--- src/wakeup_supervisor_pkg.sv ---
// wakeup_supervisor_pkg: shared constants for the wakeup / reset supervisor
// assumes a timebase tick whose period stands for a fixed number of ohms of timing resistor
package wakeup_supervisor_pkg;

  // interval ratio period : reset delay : reset-high-to-wakeup = 8 : 1 : 4
  localparam int unsigned PERIOD_UNITS = 8;
  localparam int unsigned RESET_DELAY_UNITS = 1;
  localparam int unsigned WAKE_DELAY_UNITS = 4;

  // default ticks per ratio unit (sets the absolute scale of all intervals)
  localparam int unsigned DEFAULT_TICKS_PER_UNIT = 16;

  // wakeup response to the watchdog edge, in ns, and its cycle bound at 125 MHz
  localparam int unsigned CLK_PERIOD_NS = 8;
  localparam int unsigned WAKE_RESPONSE_NS = 2000;
  localparam int unsigned WAKE_RESPONSE_CYCLES = WAKE_RESPONSE_NS / CLK_PERIOD_NS;

  // supervisor states
  typedef enum logic [2:0] {
    ST_POWERUP = 3'b000,
    ST_RSTDELAY = 3'b001,
    ST_WAKEDELAY = 3'b010,
    ST_CYCLE = 3'b011,
    ST_WDPULSE = 3'b100
  } sup_state_e;

endpackage : wakeup_supervisor_pkg

--- src/wakeup_watchdog_reset_supervisor.sv ---
// wakeup_watchdog_reset_supervisor: wakeup square wave, watchdog check, reset output
// assumes tick and regulationGood come from logic on clk; watchdogInput is a raw pin
`timescale 1ns/10ps
`default_nettype none

module wakeup_watchdog_reset_supervisor
  import wakeup_supervisor_pkg::*;
#(
  parameter int unsigned TICKS_PER_UNIT = DEFAULT_TICKS_PER_UNIT,
  parameter int unsigned CNT_W = 16
) (
  // clock and reset
  input wire logic clk,
  input wire logic rst_n,
  // timebase and regulation status
  input wire logic tick,
  input wire logic regulationGood,
  // controller side
  input wire logic watchdogInput,
  output logic wakeup,
  output logic resetOut_n
);

  localparam logic [CNT_W-1:0] HALF_TICKS =
    CNT_W'(PERIOD_UNITS * TICKS_PER_UNIT / 2);
  localparam logic [CNT_W-1:0] PERIOD_TICKS =
    CNT_W'(PERIOD_UNITS * TICKS_PER_UNIT);
  localparam logic [CNT_W-1:0] RSTDLY_TICKS =
    CNT_W'(RESET_DELAY_UNITS * TICKS_PER_UNIT);
  localparam logic [CNT_W-1:0] WAKEDLY_TICKS =
    CNT_W'(WAKE_DELAY_UNITS * TICKS_PER_UNIT);
  localparam logic [CNT_W-1:0] ONE = CNT_W'(1);

  sup_state_e state;
  logic [CNT_W-1:0] count;
  logic wdSync1;
  logic wdSync2;
  logic wdPrev;
  logic wdFall;
  logic edgeSeen;

  // true on the tick that finishes an interval of the given length
  function automatic logic lastTick(
    input logic tk,
    input logic [CNT_W-1:0] cnt,
    input logic [CNT_W-1:0] limit
  );
    return tk && (cnt == limit - ONE);
  endfunction : lastTick

  // states in which the controller is let out of reset
  function automatic logic releasedState(input sup_state_e st);
    return (st == ST_WAKEDELAY) || (st == ST_CYCLE);
  endfunction : releasedState

  // watchdog pin: two-flop synchroniser, then one more sample for edge compare
  always_ff @(posedge clk or negedge rst_n) begin
    if (!rst_n) begin
      wdSync1 <= 1'b1;
      wdSync2 <= 1'b1;
      wdPrev <= 1'b1;
    end else begin
      wdSync1 <= watchdogInput;
      wdSync2 <= wdSync1;
      wdPrev <= wdSync2;
    end
  end

  // latency is three clocks, far inside the response bound
  assign wdFall = wdPrev & ~wdSync2;

  // supervisor sequence; counts advance only on timebase ticks
  always_ff @(posedge clk or negedge rst_n) begin
    if (!rst_n) begin
      state <= ST_POWERUP;
      count <= '0;
    end else if (!regulationGood) begin
      state <= ST_POWERUP;
      count <= '0;
    end else begin
      case (state)
        ST_POWERUP: begin
          state <= ST_RSTDELAY;
          count <= '0;
        end
        ST_WDPULSE: begin
          // reset pulse after a silent cycle also lasts one reset delay
          state <= ST_RSTDELAY;
          count <= '0;
        end
        ST_RSTDELAY: begin
          if (tick) begin
            if (lastTick(tick, count, RSTDLY_TICKS)) begin
              state <= ST_WAKEDELAY;
              count <= '0;
            end else begin
              count <= count + ONE;
            end
          end
        end
        ST_WAKEDELAY: begin
          if (tick) begin
            if (lastTick(tick, count, WAKEDLY_TICKS)) begin
              state <= ST_CYCLE;
              count <= '0;
            end else begin
              count <= count + ONE;
            end
          end
        end
        ST_CYCLE: begin
          if (tick) begin
            if (lastTick(tick, count, PERIOD_TICKS)) begin
              count <= '0;
              if (!edgeSeen && !wdFall) begin
                state <= ST_WDPULSE;
              end
            end else begin
              count <= count + ONE;
            end
          end
        end
        default: begin
          state <= ST_POWERUP;
          count <= '0;
        end
      endcase
    end
  end

  // one edge per cycle is remembered; extras change nothing
  always_ff @(posedge clk or negedge rst_n) begin
    if (!rst_n) begin
      edgeSeen <= 1'b0;
    end else if (state != ST_CYCLE) begin
      edgeSeen <= 1'b0;
    end else if (lastTick(tick, count, PERIOD_TICKS)) begin
      edgeSeen <= 1'b0; // new cycle starts clean
    end else if (wdFall) begin
      edgeSeen <= 1'b1;
    end
  end

  // reset output: low outside the timed sequence and during a watchdog pulse
  always_ff @(posedge clk or negedge rst_n) begin
    if (!rst_n) begin
      resetOut_n <= 1'b0;
    end else begin
      resetOut_n <= regulationGood && releasedState(state);
    end
  end

  // wakeup: high in first half of each cycle until the watchdog edge answers it
  // first rise comes with the end of the wake delay, not one period later
  always_ff @(posedge clk or negedge rst_n) begin
    if (!rst_n) begin
      wakeup <= 1'b0;
    end else if (!regulationGood) begin
      wakeup <= 1'b0;
    end else if (state == ST_WAKEDELAY) begin
      if (lastTick(tick, count, WAKEDLY_TICKS)) begin
        wakeup <= 1'b1;
      end else begin
        wakeup <= 1'b0;
      end
    end else if (state != ST_CYCLE) begin
      wakeup <= 1'b0;
    end else if (lastTick(tick, count, PERIOD_TICKS)) begin
      // a silent cycle goes straight into reset, so no stray rise there
      wakeup <= edgeSeen || wdFall;
    end else if (lastTick(tick, count, HALF_TICKS)) begin
      wakeup <= 1'b0;
    end else if (wdFall && !edgeSeen) begin
      wakeup <= 1'b0;
    end else begin
      wakeup <= wakeup;
    end
  end

endmodule : wakeup_watchdog_reset_supervisor

`default_nettype wire

--- config.mk ---
export PLATFORM = sky130hd
export DESIGN_NAME = wakeup_watchdog_reset_supervisor
export DESIGN_NICKNAME = d
export VERILOG_FILES = /design/src/wakeup_supervisor_pkg.sv /design/src/wakeup_watchdog_reset_supervisor.sv
export SDC_FILE = /design/constraint.sdc
export NUM_CORES = 1
export LEC_CHECK = 0
export BUFFER_PORTS_ARGS = -buffer_cell sky130_fd_sc_hd__buf_2
export CAP_MARGIN = 20
export CORE_MARGIN = 2
export CORE_UTILIZATION = 35
export CTS_CLUSTER_DIAMETER = 50
export CTS_CLUSTER_SIZE = 14
export DETAILED_ROUTE_END_ITERATION = 12
export SETUP_SLACK_MARGIN = 0.02
export SYNTH_ARGS = -nofsm -noshare
export SYNTH_HDL_FRONTEND = slang
export SYNTH_SLANG_ARGS = --single-unit
--- constraint.sdc ---
create_clock -name clk -period 5.7 [get_ports clk]
set_input_delay 0.855 -clock clk [delete_from_list [all_inputs] [get_ports clk]]
set_output_delay 0.855 -clock clk [all_outputs]
set_load 0.03 [all_outputs]
==> out/results.txt <==
Slew @ Worst Pin: 0.694 ns
TritonCTS clock tree: yes
Setup crit start kind: flop
First-pass GRT wire length: 5210 um
Area after DPL: 0.00149 sq mm
Layout cell share with drive strength beyond 1: 12.1%
Async S/R FF share, synth: 100%
Status: complete, no violations
Crit path required time: 5.88 ns
Syn_nets: 168
H-Tree Depth: 1
Worst min-delay path class: reg -> reg
Filler Cell Count: 406
Rows: 23
DIE HEIGHT: 68.2 um
Vias in the first global route: 1119
Design Power: 0.429 mW
Cell variety after synth: 42
Max-slew violations: 0
Syn_area_per_cell: 8.91 sq um
Worst R2R Start: count[10]
Hold EP: wdSync2
Fmax: 0.392 GHz
Fin crit share: 44.7%
Largest net degree at the start of global routing: 26
Fin Setup TNS: 0 ns
CP Max Fanout: 15
Clock tree buffer depth: 2
Normalized max-slew margin: 53.6%
Clk_skew: 0.000699 ns
Drt via density: 5.56
Fin area: 0.00154 sq mm
Crit path from: count[10]
Top-area cell type share of the netlist area: 38.1%
Clock Latency Late Sink: 0.28 ns
CTS Buf Count: 3
Core ar.: 0.00397 sq mm
WL/cell: 13.9 um
Final wirelength: 2990 um
Worst EP arrival: 2.72 ns
Clock transition at the registers of the reported paths: 0.09 ns
DRC viols: 0
RePlAce Congestion: 0.892
Post-CTS setup buffer count: 0
Final setup viols: 0
Post-synthesis register bit count: 25
Cts hold-fix bufs: 0
Reg-to-reg slack, setup: 3.15 ns
EDFF count, synth: 0
N_diodes: 0
Type of the worst setup path: reg -> reg
IO Port Bufs: 6
Initial antenna violation count: 0
Register area share after synthesis: 43.6%
Power density cells: 278 mW/mm^2
Initial core utilization: 36.4%
Final-report hold violation count: 0
Synthesized instance count: 162
Static Leak: 0.665 nW
Final min period: 2.55 ns
Mapped cell area: 0.00144 sq mm
Hold Path Origin: wdSync1
Syn. warnings: 0
Layout area overhead: 6.93%
Layout net count: 172
Endpoint type of the worst setup path: flop
Peak supply drop: 0.137 mV
Yosys top cell by area: dfrtp_1
DR iter-0 viols: 66
Antenna Violating Nets Remaining: 0
RSZ-0062 raised after global routing: false
WHS Path Cells: 0
Die Wd: 68.2 um
Drt first pass iters: 4
Post-cts sizing count: 0
IO Pins: 7
Post-DP HPWL: 2120 um
Detailed-route via count: 1196
Ranking of synthesized cells by area: dfrtp_1, nand3_1, dfstp_2
Root buf cell: clkbuf_8
Die ar.: 0.00466 sq mm
Max Cap Viol: 0
Cells on worst reg2reg path: 6
GRT Util Overall: 14.9%
Residual overflow from global routing: 0
Synth Flop Type: dfrtp_1
Worst R2R End: count[14]
Clk sinks: 25
## power by group
part,switching (mW),internal (mW)
clock,0.0619,0.0514
combinational,0.0608,0.0404
sequential,0.0244,0.190
## cell families after synthesis
kind of cell | after synthesis | synth area share [%]
compound gates | 33 | 14.5
xor+xnor | 1 | 0.607
fa+ha+maj | 1 | 0.866
buf+inv | 12 | 4.25
flops | 25 | 43.6
mux | 2 | 1.39
simple gates | 88 | 34.8
## layout by cell type, fill, tap and decap left out, drive strengths merged, types with 3 or more instances in the layout
master,n
dfrtp,22
nand4,4
or3,8
buf,6
o21ai,11
nand3,18
nor4,3
a22o,3
nor3,7
nor2,9
and3,5
nand2,17
nor2b,5
a21o,3
a21oi,9
inv,6
dfstp,3
clkbuf,3
## per-layer routing
layer	vias up	track usage (%)	share of wire, %
met2	23	23.3	44
met3	7	3.13	3.3
met1	566	19.7	50
met5	-	0	0
li1	600	-	-
met4	0	6.50	2.2
## flip-flops by register name, summed over array words and instances, names as in the netlist
register and cells:
wdSync2 1, count 16, wdSync1 1, state 3, wdPrev 1, wakeup 1, edgeSeen 1, resetOut_n 1
## layout make-up
type | instances | area, sq um | area share (%)
timing repair buffer | 6 | 30.0 | 1.94
sequential | 25 | 629 | 40.8
tap | 50 | 62.6 | 4.05
inverter | 5 | 18.8 | 1.22
multi-input combinational | 125 | 753 | 48.8
clock buffer | 3 | 41.3 | 2.67
clock inverter | 1 | 8.76 | 0.567
## cell usage after synthesis (2+ instances only)
library cell and instances:
a22o_1 3, nor3_1 7, and3_1 5, a21oi_1 9, clkbuf_1 4, o21ai_1 5
or3_1 7, dfrtp_1 22, dfstp_2 3, nand2_1 17, inv_1 5, a21o_1 3
nor2_1 9, buf_6 2, nand3b_1 2, nand2b_1 2, o21ai_0 6, nor2b_1 5
o211ai_1 2, mux2i_1 2, nand4_1 3, nor3b_1 2, nand3_1 18
## how the worst max path moves through the flow
stage,to,slack (ns),cells after the start
finish,count[14],3.15,6
global route,count[14],2.97,6
CTS,count[5],3.20,6
detailed placement,count[5],3.19,6
global placement,count[14],3.24,6
floorplan,count[5],3.64,8
## critical path, stage by stage (launching register included)
cell and delay, ns:
dfrtp_1 0.46, nor4_2 0.38, nor4b_1 0.45, a31oi_1 0.21, a22oi_2 0.60, o21ai_1 0.15
a21o_1 0.20
## metrics by stage
step	worst slack [ns]	hold slack (ns)	instances	util, %
2_1_floorplan	3.64	0.345	162	-
6_report	3.15	0.362	215	38.9
5_1_grt	2.97	0.372	215	38.9
3_3_place_gp	3.24	0.346	211	37.6
4_1_cts	3.20	0.363	215	38.9
3_5_place_dp	3.19	0.349	211	37.6
No activity file was read; power rests on OpenSTA's default activity.
